File: config.mk
export PLATFORM = sky130hd
export DESIGN_NAME = ipc_priority_regs
export DESIGN_NICKNAME = d
export VERILOG_FILES = /design/src/include/ipc_pkg.sv /design/src/hw/ipc_src_decode.sv /design/src/hw/ipc_priority_regs.sv
export SDC_FILE = /design/constraint.sdc
export NUM_CORES = 1
export LEC_CHECK = 0
export BUFFER_PORTS_ARGS = -buffer_cell sky130_fd_sc_hd__buf_2
export CAP_MARGIN = 20
export CORE_MARGIN = 2
export CORE_UTILIZATION = 35
export DETAILED_ROUTE_END_ITERATION = 6
export GPL_ROUTABILITY_DRIVEN = 0
export HOLD_SLACK_MARGIN = 0.06
export MAX_ROUTING_LAYER = met4
export PLACE_DENSITY = 0.59
export SYNTH_ARGS = -nofsm -noshare
export SYNTH_HDL_FRONTEND = slang
export SYNTH_SLANG_ARGS = --single-unit
File: constraint.sdc
create_clock -name SYS_CLK_IN -period 1.6 [get_ports SYS_CLK_IN]
set_input_delay 0.32 -clock SYS_CLK_IN [delete_from_list [all_inputs] [get_ports SYS_CLK_IN]]
set_output_delay 0.32 -clock SYS_CLK_IN [all_outputs]
set_load 0.02 [all_outputs]
File: src/include/ipc_pkg.sv
// package: register map, field layout and field carriers for the priority configuration block
package ipc_pkg;
    // register byte addresses (word aligned)
    localparam logic [3:0] GRP_ONE_ADDR = 4'h0;
    localparam logic [3:0] GRP_TWO_ADDR = 4'h4;
    localparam logic [3:0] ADDR_MASK    = 4'hc;

    // byte slots within each register, top byte first
    localparam int SLOT_EXT = 3;
    localparam int SLOT_OUT = 2;
    localparam int SLOT_CAP = 1;
    localparam int SLOT_TMR = 0;

    // field positions inside one byte slot
    localparam int SUB_LSB  = 0;
    localparam int PRI_LSB  = 2;
    localparam int RSV_LSB  = 5;

    // bits writable per register, all others reserved and read as zero
    localparam logic [31:0] FIELD_MASK = 32'h1f1f_1f1f;
    localparam logic [31:0] RESET_VAL  = 32'h0000_0000;

    localparam logic [2:0] PRI_DISABLED = 3'h0;

    typedef struct packed {
        logic [2:0] priority_level;
        logic [1:0] subpriority;
    } ipc_src_cfg_t;

    // one register worth of configuration: external, output compare, input capture, timer
    typedef struct packed {
        ipc_src_cfg_t ext_irq;
        ipc_src_cfg_t out_cmp;
        ipc_src_cfg_t in_cap;
        ipc_src_cfg_t timer;
    } ipc_group_cfg_t;

    // per-source view handed to arbitration
    typedef struct packed {
        logic       enabled;
        logic [2:0] priority_level;
        logic [1:0] subpriority;
    } ipc_src_view_t;
endpackage : ipc_pkg

File: src/hw/ipc_src_decode.sv
// leaf: turns one group register into per-source fields for arbitration
`timescale 1ns/100ps
module ipc_src_decode (
    input  wire logic [31:0]           group_word_in,
    output ipc_pkg::ipc_group_cfg_t    group_cfg_out
);
    function automatic ipc_pkg::ipc_src_cfg_t slot_fields(input logic [7:0] slot);
        ipc_pkg::ipc_src_cfg_t f;
        f.priority_level = slot[ipc_pkg::PRI_LSB +: 3];
        f.subpriority    = slot[ipc_pkg::SUB_LSB +: 2];
        return f;
    endfunction : slot_fields

    always_comb begin
        group_cfg_out.ext_irq = slot_fields(group_word_in[ipc_pkg::SLOT_EXT*8 +: 8]);
        group_cfg_out.out_cmp = slot_fields(group_word_in[ipc_pkg::SLOT_OUT*8 +: 8]);
        group_cfg_out.in_cap  = slot_fields(group_word_in[ipc_pkg::SLOT_CAP*8 +: 8]);
        group_cfg_out.timer   = slot_fields(group_word_in[ipc_pkg::SLOT_TMR*8 +: 8]);
    end
endmodule : ipc_src_decode

File: src/hw/ipc_priority_regs.sv
// top: two source priority configuration registers behind an Avalon-MM slave
//
// The register offsets and the Avalon-MM register port were decided locally.
`timescale 1ns/100ps
module ipc_priority_regs (
    // clock and reset
    input  wire logic                   SYS_CLK_IN,
    input  wire logic                   RST_IN,
    // avalon-mm slave
    input  wire logic [3:0]             AVS_ADDRESS_IN,
    input  wire logic                   AVS_READ_IN,
    input  wire logic                   AVS_WRITE_IN,
    input  wire logic [31:0]            AVS_WRITEDATA_IN,
    input  wire logic [3:0]             AVS_BYTEENABLE_IN,
    output logic [31:0]                 AVS_READDATA_OUT,
    output logic                        AVS_WAITREQUEST_OUT,
    output logic [1:0]                  AVS_RESPONSE_OUT,
    // per-source configuration to arbitration, four sources per group
    output ipc_pkg::ipc_src_view_t [3:0] GRP_ONE_SRC_OUT,
    output ipc_pkg::ipc_src_view_t [3:0] GRP_TWO_SRC_OUT
);
    localparam logic [1:0] RESP_OKAY    = 2'h0;
    localparam logic [1:0] RESP_DECERR  = 2'h3;

    typedef enum logic [0:0] {
        IPC_IDLE   = 1'b0,
        IPC_ANSWER = 1'b1
    } ipc_bus_state_t;

    logic [31:0]            grp_one_q, grp_one_d;
    logic [31:0]            grp_two_q, grp_two_d;
    ipc_bus_state_t         state_q, state_d;
    logic [31:0]            rdata_q, rdata_d;
    logic [1:0]             resp_q, resp_d;
    logic                   waitreq_q, waitreq_d;
    ipc_pkg::ipc_group_cfg_t cfg_one, cfg_two;
    ipc_pkg::ipc_src_view_t [3:0] view_one_q, view_one_d, view_two_q, view_two_d;

    // merge byte-enabled write data, reserved bits forced to zero
    function automatic logic [31:0] merge_wr(input logic [31:0] old_v,
                                             input logic [31:0] wd,
                                             input logic [3:0]  be);
        logic [31:0] r;
        r = old_v;
        for (int i = 0; i < 4; i++) begin
            if (be[i]) begin
                r[i*8 +: 8] = wd[i*8 +: 8];
            end
        end
        return r & ipc_pkg::FIELD_MASK;
    endfunction : merge_wr

    function automatic ipc_pkg::ipc_src_view_t to_view(input ipc_pkg::ipc_src_cfg_t c);
        ipc_pkg::ipc_src_view_t v;
        v.enabled        = (c.priority_level != ipc_pkg::PRI_DISABLED);
        v.priority_level = c.priority_level;
        v.subpriority    = c.subpriority;
        return v;
    endfunction : to_view

    // bus slave: one wait cycle, answer in the second cycle
    always_comb begin
        state_d   = state_q;
        grp_one_d = grp_one_q;
        grp_two_d = grp_two_q;
        rdata_d   = rdata_q;
        resp_d    = resp_q;
        case (state_q)
            IPC_IDLE: begin
                if (AVS_READ_IN || AVS_WRITE_IN) begin
                    state_d = IPC_ANSWER;
                    resp_d  = RESP_OKAY;
                    rdata_d = 32'h0000_0000;
                    if ((AVS_ADDRESS_IN & ipc_pkg::ADDR_MASK) == ipc_pkg::GRP_ONE_ADDR) begin
                        if (AVS_WRITE_IN) begin
                            grp_one_d = merge_wr(grp_one_q, AVS_WRITEDATA_IN,
                                                 AVS_BYTEENABLE_IN);
                        end else begin
                            rdata_d = grp_one_q;
                        end
                    end else if ((AVS_ADDRESS_IN & ipc_pkg::ADDR_MASK)
                                 == ipc_pkg::GRP_TWO_ADDR) begin
                        if (AVS_WRITE_IN) begin
                            grp_two_d = merge_wr(grp_two_q, AVS_WRITEDATA_IN,
                                                 AVS_BYTEENABLE_IN);
                        end else begin
                            rdata_d = grp_two_q;
                        end
                    end else begin
                        resp_d = RESP_DECERR;
                    end
                end
            end
            IPC_ANSWER: begin
                state_d = IPC_IDLE;
            end
            default: begin
                state_d = IPC_IDLE;
            end
        endcase
        // waitrequest drops only in the answer cycle, kept in its own flop
        waitreq_d = (state_d != IPC_ANSWER);
    end

    always_ff @(posedge SYS_CLK_IN) begin
        if (RST_IN) begin
            state_q   <= IPC_IDLE;
            grp_one_q <= ipc_pkg::RESET_VAL;
            grp_two_q <= ipc_pkg::RESET_VAL;
            rdata_q   <= 32'h0000_0000;
            resp_q    <= RESP_OKAY;
            waitreq_q <= 1'b1;
        end else begin
            state_q   <= state_d;
            grp_one_q <= grp_one_d;
            grp_two_q <= grp_two_d;
            rdata_q   <= rdata_d;
            resp_q    <= resp_d;
            waitreq_q <= waitreq_d;
        end
    end

    ipc_src_decode u_dec_one (
        .group_word_in (grp_one_q),
        .group_cfg_out (cfg_one)
    );

    ipc_src_decode u_dec_two (
        .group_word_in (grp_two_q),
        .group_cfg_out (cfg_two)
    );

    // source views: index 3 external, 2 output compare, 1 input capture, 0 timer
    always_comb begin
        view_one_d[3] = to_view(cfg_one.ext_irq);
        view_one_d[2] = to_view(cfg_one.out_cmp);
        view_one_d[1] = to_view(cfg_one.in_cap);
        view_one_d[0] = to_view(cfg_one.timer);
        view_two_d[3] = to_view(cfg_two.ext_irq);
        view_two_d[2] = to_view(cfg_two.out_cmp);
        view_two_d[1] = to_view(cfg_two.in_cap);
        view_two_d[0] = to_view(cfg_two.timer);
    end

    always_ff @(posedge SYS_CLK_IN) begin
        if (RST_IN) begin
            view_one_q <= '0;
            view_two_q <= '0;
        end else begin
            view_one_q <= view_one_d;
            view_two_q <= view_two_d;
        end
    end

    assign AVS_READDATA_OUT    = rdata_q;
    assign AVS_RESPONSE_OUT    = resp_q;
    assign AVS_WAITREQUEST_OUT = waitreq_q;
    assign GRP_ONE_SRC_OUT     = view_one_q;
    assign GRP_TWO_SRC_OUT     = view_two_q;

    // assertions
    AST_DISABLED_ZERO: assert property (@(posedge SYS_CLK_IN) disable iff (RST_IN)
        GRP_ONE_SRC_OUT[1].enabled == (GRP_ONE_SRC_OUT[1].priority_level != 3'h0))
        else $error("enable flag disagrees with priority code");
    AST_PRI_LEVEL: assert property (@(posedge SYS_CLK_IN) disable iff (RST_IN)
        GRP_TWO_SRC_OUT[3].priority_level == $past(grp_two_q[28:26]))
        else $error("external priority level wrong");
    AST_SUB_LEVEL: assert property (@(posedge SYS_CLK_IN) disable iff (RST_IN)
        GRP_TWO_SRC_OUT[0].subpriority == $past(grp_two_q[1:0]))
        else $error("timer subpriority wrong");
    AST_RSV_ZERO: assert property (@(posedge SYS_CLK_IN) disable iff (RST_IN)
        ((grp_one_q | grp_two_q) & ~ipc_pkg::FIELD_MASK) == 32'h0)
        else $error("reserved bit set");
    AST_CAP_FIELD: assert property (@(posedge SYS_CLK_IN) disable iff (RST_IN)
        (state_q == IPC_IDLE && AVS_WRITE_IN && AVS_ADDRESS_IN == 4'h0
         && AVS_BYTEENABLE_IN[1])
        |=> grp_one_q[12:8] == $past(AVS_WRITEDATA_IN[12:8]))
        else $error("input capture field not written");
    AST_TMR_FIELD: assert property (@(posedge SYS_CLK_IN) disable iff (RST_IN)
        (state_q == IPC_IDLE && AVS_WRITE_IN && AVS_ADDRESS_IN == 4'h0
         && AVS_BYTEENABLE_IN[0])
        |=> ##1 GRP_ONE_SRC_OUT[0].priority_level == $past(AVS_WRITEDATA_IN[4:2], 2))
        else $error("timer priority not visible two cycles after write");
    AST_EXT_FIELD: assert property (@(posedge SYS_CLK_IN) disable iff (RST_IN)
        GRP_ONE_SRC_OUT[3].subpriority == $past(grp_one_q[25:24]))
        else $error("external subpriority wrong");
    AST_OC_FIELD: assert property (@(posedge SYS_CLK_IN) disable iff (RST_IN)
        GRP_ONE_SRC_OUT[2].priority_level == $past(grp_one_q[20:18]))
        else $error("output compare priority wrong");
    AST_OC_SUB: assert property (@(posedge SYS_CLK_IN) disable iff (RST_IN)
        $changed(grp_two_q[17:16]) |=> GRP_TWO_SRC_OUT[2].subpriority == $past(grp_two_q[17:16]))
        else $error("output compare subpriority late");
    AST_ANSWER_ONE_WAIT: assert property (@(posedge SYS_CLK_IN) disable iff (RST_IN)
        (state_q == IPC_IDLE && (AVS_READ_IN || AVS_WRITE_IN)) |=> !AVS_WAITREQUEST_OUT)
        else $error("answer not in second cycle");
    COV_WRITE_ONE: cover property (@(posedge SYS_CLK_IN)
        AVS_WRITE_IN && !AVS_WAITREQUEST_OUT && AVS_ADDRESS_IN == 4'h0);
    COV_READ_TWO: cover property (@(posedge SYS_CLK_IN)
        AVS_READ_IN && !AVS_WAITREQUEST_OUT && AVS_ADDRESS_IN == 4'h4);
    COV_DECERR: cover property (@(posedge SYS_CLK_IN) AVS_RESPONSE_OUT == 2'h3);
    COV_ENABLED: cover property (@(posedge SYS_CLK_IN) GRP_TWO_SRC_OUT[3].enabled);
endmodule : ipc_priority_regs

==> impl_metrics.env, run 1 <==
export IMPL_design_final_nets=493
export IMPL_placed_cell_count=574
export IMPL_hold_path_endpoint="AVS_WAITREQUEST_OUT"
export IMPL_setup_viol=0
export IMPL_clk_pin_slew_ns=0.10
export IMPL_drt_first_pass_iters=4
export IMPL_reg2reg_from="state_q"
export IMPL_cell_family_with_most_cp_delay="simple AND/OR/NAND/NOR gates"
export IMPL_tritoncts="done"
export IMPL_vias_per_cell=4.28
export IMPL_number_of_global_route_vias_before_repair=2468
export IMPL_static_leakage_power_nw=2.68
export IMPL_synth_top_cell_area_share_pct=60.1
export IMPL_instances_no_fill=590
export IMPL_final_antenna_net_count=0
export IMPL_worstRegToRegCells=3
export IMPL_setup_total_negative_slack_ns=0
export IMPL_synth_enable_flop_cells=0
export IMPL_ys_warnings_count=0
export IMPL_report_final_hold_viol_count=0
export IMPL_setup_worst_path_class="reg2reg"
export IMPL_met2_length_um=3630
export IMPL_syn_mean_instance_area_um2=10.7
export IMPL_timing_critical_path_buf_inv=0
export IMPL_placement_rows=37
export IMPL_timing_rr_end="grp_one_q[20]"
export IMPL_critical_path_max_stage_delay_ns=0.46
export IMPL_dieArea_mm2=0.0114
export IMPL_run_status="finished clean"
export IMPL_crit_start_category="flip-flop"
export IMPL_worst_skew_pair_late_latency_ns=0.37
export IMPL_yosysSeqAreaShare_pct=60.1
export IMPL_min_from="AVS_READ_IN"
export IMPL_design_core_area_mm2=0.0103
export IMPL_syn_instance_count=345
export IMPL_timing_critical_path_to_type="flip-flop"
export IMPL_critPathRequiredTime_ns=1.85
export IMPL_met1_length_um=3540
export IMPL_yosys_register_bits=111
export IMPL_worst_setup_path_startpoint="state_q"
export IMPL_final_max_slew_viol_count=0
export IMPL_max_clock_freq_ghz=0.750
export IMPL_ff2ff_setup_slack_ns=0.27
export IMPL_htree_num_levels=3
export IMPL_clock_sinks=111
export IMPL_floorplan_io_pins=127
export IMPL_antenna_found_initial=0
export IMPL_groute_usage_overall_pct=14.6
export IMPL_vdd_drop_max_uv=545
export IMPL_worstHoldPathType="in2reg"
export IMPL_syn_to_final_growth_pct=23.0
export IMPL_hold_buffers=0
export IMPL_synthMostInstantiatedCell="dfxtp_1"
export IMPL_fp_dieH_um=107
export IMPL_fin_crit_ns=1.33
export IMPL_unrepaired_setup_endpoints_after_global_routing="no"
export IMPL_cts_root_to_sink_buffers=2
export IMPL_global_route_wire_length_before_repair_um=12400
export IMPL_synthTopCellsByCount="dfxtp_1 (111), mux2i_1 (60), nand2_1 (60)"
export IMPL_overflow=0
export IMPL_ys_flop_type="dfxtp_1"
export IMPL_wl_per_cell_um=13.1
export IMPL_worst_slack_ns=0.266
export IMPL_initial_core_util_pct=36.0
export IMPL_dp_worst_setup_slack_ns=0.171
export IMPL_fin_skew_ns=0.0147
export IMPL_ys_types=18
export IMPL_detailedPlacementHpwl_um=5700
export IMPL_remaining_design_rule_violation_count=0
export IMPL_detailroute_wirelength_met3_um=413
export IMPL_syn_cell_area_mm2=0.00370
export IMPL_async_flop_share_pct=0
export IMPL_highest_signal_layer="met4"
export IMPL_n_antenna_cell=0
export IMPL_num_vias=2526
export IMPL_synth_area_leaders="dfxtp_1 (60%), mux2i_1 (16%), nand2_1 (6.1%)"
export IMPL_drt_iter0_drc=54
export IMPL_clk_root_buffer_cell="clkbuf_8"
export IMPL_post_cts_resize_count=0
export IMPL_post_route_period_util_pct=83.4
export IMPL_timing_critical_path_slowest_stage_cell="nor4b_4"
export IMPL_hold_path_cell_count=2
export IMPL_path_cells="nor4b_4, nand2_2, mux2i_1"
export IMPL_largest_area_contributor_in_the_synthesized_netlist="dfxtp_1"
export IMPL_buffer_ports_inserted=100
export IMPL_share_of_layout_cells_above_drive_strength_1_pct=29.5
export IMPL_cp_data_arrival_time_ns=1.58
export IMPL_max_cap_violations=0
export IMPL_post_cts_setup_buffer_count=0
export IMPL_grt_max_degree=40
export IMPL_cts_made_buffers=9
export IMPL_pwr_density_cell_mw_per_mm2=1070
export IMPL_chipWidth_um=107
export IMPL_crit_fanout=5
export IMPL_finalWirelength_um=7720
where the power goes:
group | internal [W] | switching (W) | total (W)
logic | 0.000108 | 0.000190 | 0.000298
clock network | 0.000759 | 0.000977 | 0.00174
registers | 0.00280 | 0.0000177 | 0.00282
how the worst max path moves through the flow:
stage | cells past startpoint | slack [ns] | endpoint
after floorplan | 3 | 0.45 | grp_one_q[0]
after global placement | 4 | 0.17 | grp_one_q[28]
after detailed placement | 4 | 0.17 | grp_one_q[16]
after CTS | 3 | 0.23 | grp_one_q[26]
after global routing | 3 | 0.16 | grp_one_q[24]
final | 3 | 0.27 | grp_one_q[20]
per-layer routing:
metal / vias to the layer above / GRT usage, %
li1: 1306 / -
met1: 1138 / 17.9
met2: 71 / 22.7
met3: 11 / 3.53
met4: 0 / 6.59
met5: - / -
state kept, by name (all words and copies together) (netlist names):
register / cells
AVS_WAITREQUEST_OUT: 1
grp_one_q: 20
GRP_ONE_SRC_OUT: 24
AVS_READDATA_OUT: 20
AVS_RESPONSE_OUT: 1
GRP_TWO_SRC_OUT: 24
state_q: 1
grp_two_q: 20
worst reg2reg max path, stage by stage, from the launching register on:
cell and delay, ns:
dfxtp_1 0.38, nor4b_4 0.47, nand2_2 0.22, mux2i_1 0.16
layout by cell type, fill, tap and decap left out, drive strengths merged:
| cell type | Yosys | final |
|---|---|---|
| dfxtp | 111 | 111 |
| buf | 16 | 108 |
| nand2 | 68 | 68 |
| mux2i | 60 | 60 |
| inv | 42 | 44 |
| o2bb2ai | 20 | 20 |
| conb | 1 | 12 |
| nand3 | 9 | 9 |
| clkbuf | 10 | 9 |
| nor2 | 3 | 3 |
| clkinv | 0 | 3 |
| nor4b | 1 | 1 |
| o21a | 1 | 1 |
| o21ai | 1 | 1 |
| a22o | 1 | 1 |
| and4bb | 1 | 1 |
| bufinv | 0 | 1 |
| clkinvlp | 0 | 1 |
final cells by class:
type | count | area (um^2)
clock buffer | 9 | 124
clock inverter | 7 | 91.3
fill | 1054 | 5730
inverter | 42 | 158
multi-input combinational | 177 | 1210
sequential | 111 | 2220
tap | 136 | 170
timing repair buffer | 108 | 573
through the flow:
stage | hold slack (ns) | utilization (%) | total power (W) | area (um^2)
floorplan | 0.424 | - | 0.00309 | 3740
CTS | 0.162 | 44.3 | 0.00492 | 4550
global route | 0.170 | 44.3 | 0.00508 | 4550
global placement | 0.445 | 42.2 | 0.00318 | 4330
detailed placement | 0.445 | 42.2 | 0.00319 | 4330
finish | 0.181 | 44.3 | 0.00486 | 4550
cells by family after synthesis:
group	synth area share [%]
AO/OA/AOI/OAI	5.31
buffers and inverters	8.32
flip-flops	60.1
multiplexers	16.2
other	0.101
AND/OR/NAND/NOR	9.95
(Power assumes the default switching activity.)
==> run 2, diff against run 1 <==
ABC_AREA = 1   (was unset)
PLACE_DENSITY = 0.6   (was 0.59)
clock period = 1.2 ns   (was 1.6 ns; I/O delays follow)
==> run 2 against run 1 <==
Critical endpoint is now AVS_RESPONSE_OUT[1]. Non-clock buffer count increased by 8. Clock-buffer cell count increased by 3. Die area increased by 9.9%. Cell count increased by 38%. Synthesized cell count increased by 61%. Combinational power increased by 130%. Via count increased by 40%. Sequential share of layout area decreased by 6.5 points. Sequential power increased by 35%. Clock skew decreased by 0.0051 ns. Core utilization increased by 1.7 points.
==> impl_metrics.env, run 2 <==
export IMPL_run_status="finished clean"
export IMPL_cts_root_to_sink_buffers=2
export IMPL_yosys_register_bits=111
export IMPL_crit_start_category="flip-flop"
export IMPL_num_vias=3545
export IMPL_largest_area_contributor_in_the_synthesized_netlist="dfxtp_1"
export IMPL_clk_pin_slew_ns=0.07
export IMPL_timing_critical_path_to_type="output pin"
export IMPL_ys_flop_type="dfxtp_1"
export IMPL_final_max_slew_viol_count=0
export IMPL_dieArea_mm2=0.0125
export IMPL_synth_area_leaders="dfxtp_1 (54%), nand2_1 (13%), nor2_1 (12%)"
export IMPL_post_route_period_util_pct=97.0
export IMPL_syn_mean_instance_area_um2=7.35
export IMPL_ys_types=16
export IMPL_layout_cells_most_common="nand2_1"
export IMPL_worst_skew_pair_late_latency_ns=0.35
export IMPL_min_from="AVS_WRITEDATA_IN[26]"
export IMPL_crit_fanout=3
export IMPL_reg2reg_from="state_q"
export IMPL_fp_dieH_um=112
export IMPL_vias_per_cell=4.36
export IMPL_unrepaired_setup_endpoints_after_global_routing="yes"
export IMPL_buffer_ports_inserted=100
export IMPL_static_leakage_power_nw=2.51
export IMPL_pwr_density_cell_mw_per_mm2=1440
export IMPL_syn_instance_count=555
export IMPL_remaining_design_rule_violation_count=0
export IMPL_layout_common_cells="nand2_1 (142), nor2_1 (123), dfxtp_1 (110)"
export IMPL_design_core_area_mm2=0.0114
export IMPL_global_route_wire_length_before_repair_um=16200
export IMPL_setup_viol=0
export IMPL_htree_num_levels=3
export IMPL_synth_mux_area_fraction_pct=0
export IMPL_finalWirelength_um=10000
export IMPL_async_flop_share_pct=0
export IMPL_clock_sinks=111
export IMPL_grt_max_degree=50
export IMPL_setup_worst_path_class="reg2out"
export IMPL_floorplan_io_pins=127
export IMPL_share_of_layout_cells_above_drive_strength_1_pct=24.5
export IMPL_synth_simple_gate_area_share_pct=30.3
export IMPL_drt_first_pass_iters=4
export IMPL_synthMostInstantiatedCell="nand2_1"
export IMPL_antenna_found_initial=1
export IMPL_tritoncts="done"
export IMPL_syn_cell_area_mm2=0.00408
export IMPL_max_clock_freq_ghz=0.859
export IMPL_syn_to_final_growth_pct=28.6
export IMPL_overflow=0
export IMPL_vdd_drop_max_uv=726
export IMPL_cell_family_with_most_cp_delay="flip-flops"
export IMPL_main_combinational_cell_family_by_area_after_synthesis="simple AND/OR/NAND/NOR gates"
export IMPL_worst_setup_path_startpoint="AVS_RESPONSE_OUT[0]"
export IMPL_clk_root_buffer_cell="clkbuf_16"
export IMPL_hold_ws_ns=0.193
export IMPL_number_of_global_route_vias_before_repair=3375
export IMPL_critical_path_max_stage_delay_ns=0.39
export IMPL_synthTopCellsByCount="nand2_1 (145), nor2_1 (132), dfxtp_1 (111)"
export IMPL_drt_iter0_drc=172
export IMPL_cts_made_buffers=9
export IMPL_max_slew_margin_rel_pct=66.0
export IMPL_instances_no_fill=814
export IMPL_placed_cell_count=793
export IMPL_synth_adder_area_share_pct=0
export IMPL_timing_critical_path_buf_inv=1
export IMPL_design_final_nets=709
export IMPL_critPathRequiredTime_ns=0.96
export IMPL_fin_skew_ns=0.00963
export IMPL_chipWidth_um=112
export IMPL_synth_enable_flop_cells=0
export IMPL_yosysSeqAreaShare_pct=54.5
export IMPL_detailedPlacementHpwl_um=6840
export IMPL_wl_per_cell_um=12.3
export IMPL_max_cap_violations=0
export IMPL_placement_rows=39
export IMPL_cp_data_arrival_time_ns=0.92
export IMPL_report_final_hold_viol_count=0
export IMPL_worst_slew_pin_transition_ns=0.510
export IMPL_synth_top_cell_area_share_pct=54.5
export IMPL_final_antenna_net_count=0
export IMPL_yosys_area_share_xor_xnor_pct=0
export IMPL_ys_warnings_count=0
export IMPL_path_cells="buf_2"
export IMPL_initial_core_util_pct=35.7
export IMPL_groute_usage_overall_pct=16.9
export IMPL_fin_crit_ns=1.16
export IMPL_worstHoldPathType="in2reg"
export IMPL_timing_critical_path_slowest_stage_cell="dfxtp_1"
export IMPL_synth_compound_area_share_pct=3.80
run 2: changes by cell type after synthesis, moves of 15 or more:
| cell | delta |
|---|---|
| inv_1 | +29 |
| mux2i_1 | -60 |
| o21ai_0 | +21 |
| o2bb2ai_1 | -20 |
| nor2_1 | +129 |
| nand3_1 | +15 |
| nand2_1 | +85 |
run 2: worst paths after layout:
kind / endpoint / slack, ns / cells past startpoint
worst min register to register: GRP_ONE_SRC_OUT[0] / 0.44 / 2
worst min-delay path: grp_one_q[26] / 0.19 / 5
worst max-delay path: AVS_RESPONSE_OUT[1] / 0.04 / 1
worst max register to register: grp_one_q[24] / 0.06 / 7
run 2: worst min-delay path, cell delays in order:
cell	delay (ns)
buf_2	0.08
inv_1	0.04
nand2_1	0.05
nand2_1	0.04
nor2_1	0.07
run 2: cell type report:
class                   instances  area, um^2
fillers                      1202        6170
flip-flops and latches        111        2220
multi-input cells             355        1630
repair buffers                116         624
inverters                      72         283
clock buffers                  12         256
well taps                     143         179
clock inverters                 4        51.3
diodes                          1        2.50
run 2: cell families after synthesis:
kind of cell | Yosys count
compound gates | 29
flops | 111
other cells | 1
buf+inv | 105
simple gates | 309
run 2: through the flow:
stage	setup slack [ns]	util, %	TNS, ns	total power [W]	area [um^2]
after floorplan	0.151	-	0	0.00430	4120
after global placement	-0.322	41.5	-7.88	0.00448	4740
after detailed placement	-0.352	41.5	-8.96	0.00449	4740
after CTS	0.00732	45.6	0	0.00758	5210
after global routing	-0.0210	45.9	-0.0786	0.00782	5250
final	0.0360	45.9	0	0.00755	5250
run 2: report_power, final:
| group | leakage, nW | switching (W) | internal, W | total, W |
|---|---|---|---|---|
| Clock | 0.149 | 0.00132 | 0.00174 | 0.00306 |
| Combinational | 1.47 | 0.000465 | 0.000216 | 0.000680 |
| Sequential | 0.898 | 0.0000405 | 0.00376 | 0.00380 |
| Total | 2.51 | 0.00183 | 0.00572 | 0.00755 |
run 2: routing by layer:
layer / share of wire, % / track usage [%]
met1: 44 / 19.7
met2: 49 / 28.2
met3: 5.3 / 4.25
met4: 2.3 / 6.26
met5: 0 / -
run 2: timing repair:
| item | in CTS | in global routing |
|---|---|---|
| gates resized for setup | 28 | 11 |
| pin swaps | 4 | 7 |
| buffers inserted | 0 | 0 |
| hold buffers | 0 | 0 |
| setup endpoints to repair | 60 | 55 |
| cloned | 5 | 0 |
==> run 3, diff against run 2 <==
--- a/constraint.sdc
+++ b/constraint.sdc
@@ -3,2 +3,2 @@
 set_output_delay 0.24 -clock SYS_CLK_IN [all_outputs]
-set_load 0.02 [all_outputs]
+set_load 0.05 [all_outputs]
==> run 3 against run 2 <==
Register-to-register slack about the same. Non-clock buffer count decreased by 2. Setup slack got worse by 0.013 ns. Largest cell class unchanged.
==> impl_metrics.env, run 3 (same netlist as run 2, synthesis figures left out) <==
export IMPL_placement_rows=39
export IMPL_cts_made_buffers=9
export IMPL_layout_common_cells="nand2_1 (142), nor2_1 (122), dfxtp_1 (109)"
export IMPL_remaining_design_rule_violation_count=0
export IMPL_groute_usage_overall_pct=16.9
export IMPL_vias_per_cell=4.40
export IMPL_cell_family_with_most_cp_delay="flip-flops"
export IMPL_detailedPlacementHpwl_um=6840
export IMPL_htree_num_levels=3
export IMPL_timing_critical_path_buf_inv=1
export IMPL_fin_crit_ns=1.18
export IMPL_critical_path_max_stage_delay_ns=0.35
export IMPL_layout_cells_most_common="nand2_1"
export IMPL_timing_critical_path_slowest_stage_cell="dfxtp_1"
export IMPL_syn_to_final_growth_pct=30.3
export IMPL_placed_cell_count=793
export IMPL_worst_slack_ns=0.0227
export IMPL_finalWirelength_um=10000
export IMPL_wl_per_cell_um=12.4
export IMPL_max_cap_violations=0
export IMPL_setup_total_negative_slack_ns=0
export IMPL_chipWidth_um=112
export IMPL_floorplan_io_pins=127
export IMPL_max_clock_freq_ghz=0.849
export IMPL_setup_worst_path_class="reg2out"
export IMPL_grt_max_degree=50
export IMPL_clock_sinks=111
export IMPL_cts_root_to_sink_buffers=2
export IMPL_unrepaired_setup_endpoints_after_global_routing="yes"
export IMPL_instances_no_fill=812
export IMPL_worstHoldPathType="in2reg"
export IMPL_final_max_slew_viol_count=0
export IMPL_share_of_layout_cells_above_drive_strength_1_pct=24.6
export IMPL_setup_viol=0
export IMPL_clk_root_buffer_cell="clkbuf_16"
export IMPL_final_antenna_net_count=0
export IMPL_num_fill_cells=1199
export IMPL_pwr_density_cell_mw_per_mm2=1450
export IMPL_antenna_found_initial=1
export IMPL_buffer_ports_inserted=100
export IMPL_run_status="finished clean"
export IMPL_post_route_util_pct=46.5
export IMPL_hold_ws_ns=0.194
export IMPL_dp_worst_setup_slack_ns=-0.352
export IMPL_max_slew_margin_rel_pct=66.2
export IMPL_overflow=0
export IMPL_fin_skew_ns=0.00819
export IMPL_worst_slew_pin_transition_ns=0.507
export IMPL_crit_fanout=1
export IMPL_path_cells="clkbuf_4"
export IMPL_timing_critical_path_to_type="output pin"
export IMPL_global_route_wire_length_before_repair_um=16200
export IMPL_initial_core_util_pct=35.7
export IMPL_number_of_global_route_vias_before_repair=3370
export IMPL_cp_data_arrival_time_ns=0.94
export IMPL_dieArea_mm2=0.0125
export IMPL_hold_buffers=0
export IMPL_drt_first_pass_iters=6
export IMPL_vdd_drop_max_uv=730
export IMPL_clk_pin_slew_ns=0.07
export IMPL_fp_dieH_um=112
export IMPL_report_final_hold_viol_count=0
export IMPL_post_route_period_util_pct=98.1
export IMPL_design_core_area_mm2=0.0114
export IMPL_crit_start_category="flip-flop"
export IMPL_critPathRequiredTime_ns=0.96
export IMPL_num_vias=3570
export IMPL_static_leakage_power_nw=2.50
export IMPL_worst_skew_pair_late_latency_ns=0.35
export IMPL_design_final_nets=707
export IMPL_tritoncts="done"
export IMPL_drt_iter0_drc=173
## run 3: changes by cell type in the layout (fill, tap and decap cells not counted)
cell	previous run	this run
buf_2	100	75
buf_4	15	25
buf_6	1	3
clkbuf_4	0	11
dfxtp_1	110	109
dfxtp_2	1	2
nor2_1	123	122
nor2_2	4	3
nor2_4	17	19
## run 3: layout make-up
cell class                 instances  area, um^2  share of cell area [%]
sequential                       111        2220                    41.9
clock inverter                     4        51.3                   0.965
antenna                            1        2.50                  0.0471
clock buffer                      12         256                    4.83
multi-input combinational        355        1640                    30.8
tap                              143         179                    3.37
inverter                          72         283                    5.32
timing repair buffer             114         679                    12.8
## run 3: what timing repair did
item | CTS | global route
gates cloned | 5 | 0
pin swaps | 4 | 11
endpoints found under the setup margin | 73 | 69
resized for setup | 41 | 30
buffers inserted | 0 | 0
## run 3: per-stage QoR
step / instance area, um^2 / total power [W]
after floorplan: 4120 / 0.00445
after global placement: 4740 / 0.00463
after detailed placement: 4740 / 0.00464
after CTS: 5240 / 0.00774
after global routing: 5310 / 0.00798
final: 5310 / 0.00770
## run 3: worst paths after layout
kind / startpoint / end / slack (ns) / depth (start not counted)
hold / removal: AVS_WRITEDATA_IN[26] / grp_one_q[26] / 0.19 / 5
setup / recovery: GRP_TWO_SRC_OUT[23] / GRP_TWO_SRC_OUT[23] / 0.02 / 1
hold reg to reg: grp_one_q[0] / GRP_ONE_SRC_OUT[0] / 0.44 / 2
setup reg to reg: state_q / grp_two_q[11] / 0.06 / 7
## run 3: metal layers
metal  track usage [%]  share of wire, %  up-vias
met5                 -                 0        -
met2              28.2                49      106
met3              4.35               6.7       19
met1              19.6                42     1585
li1                  -                 -     1860
met4              6.26               2.4        0
## run 3: report_power, final
group          switching [W]  internal (W)  leakage [nW]
Combinational       0.000616      0.000223          1.45
Sequential         0.0000418       0.00376         0.899
Clock                0.00132       0.00174         0.149
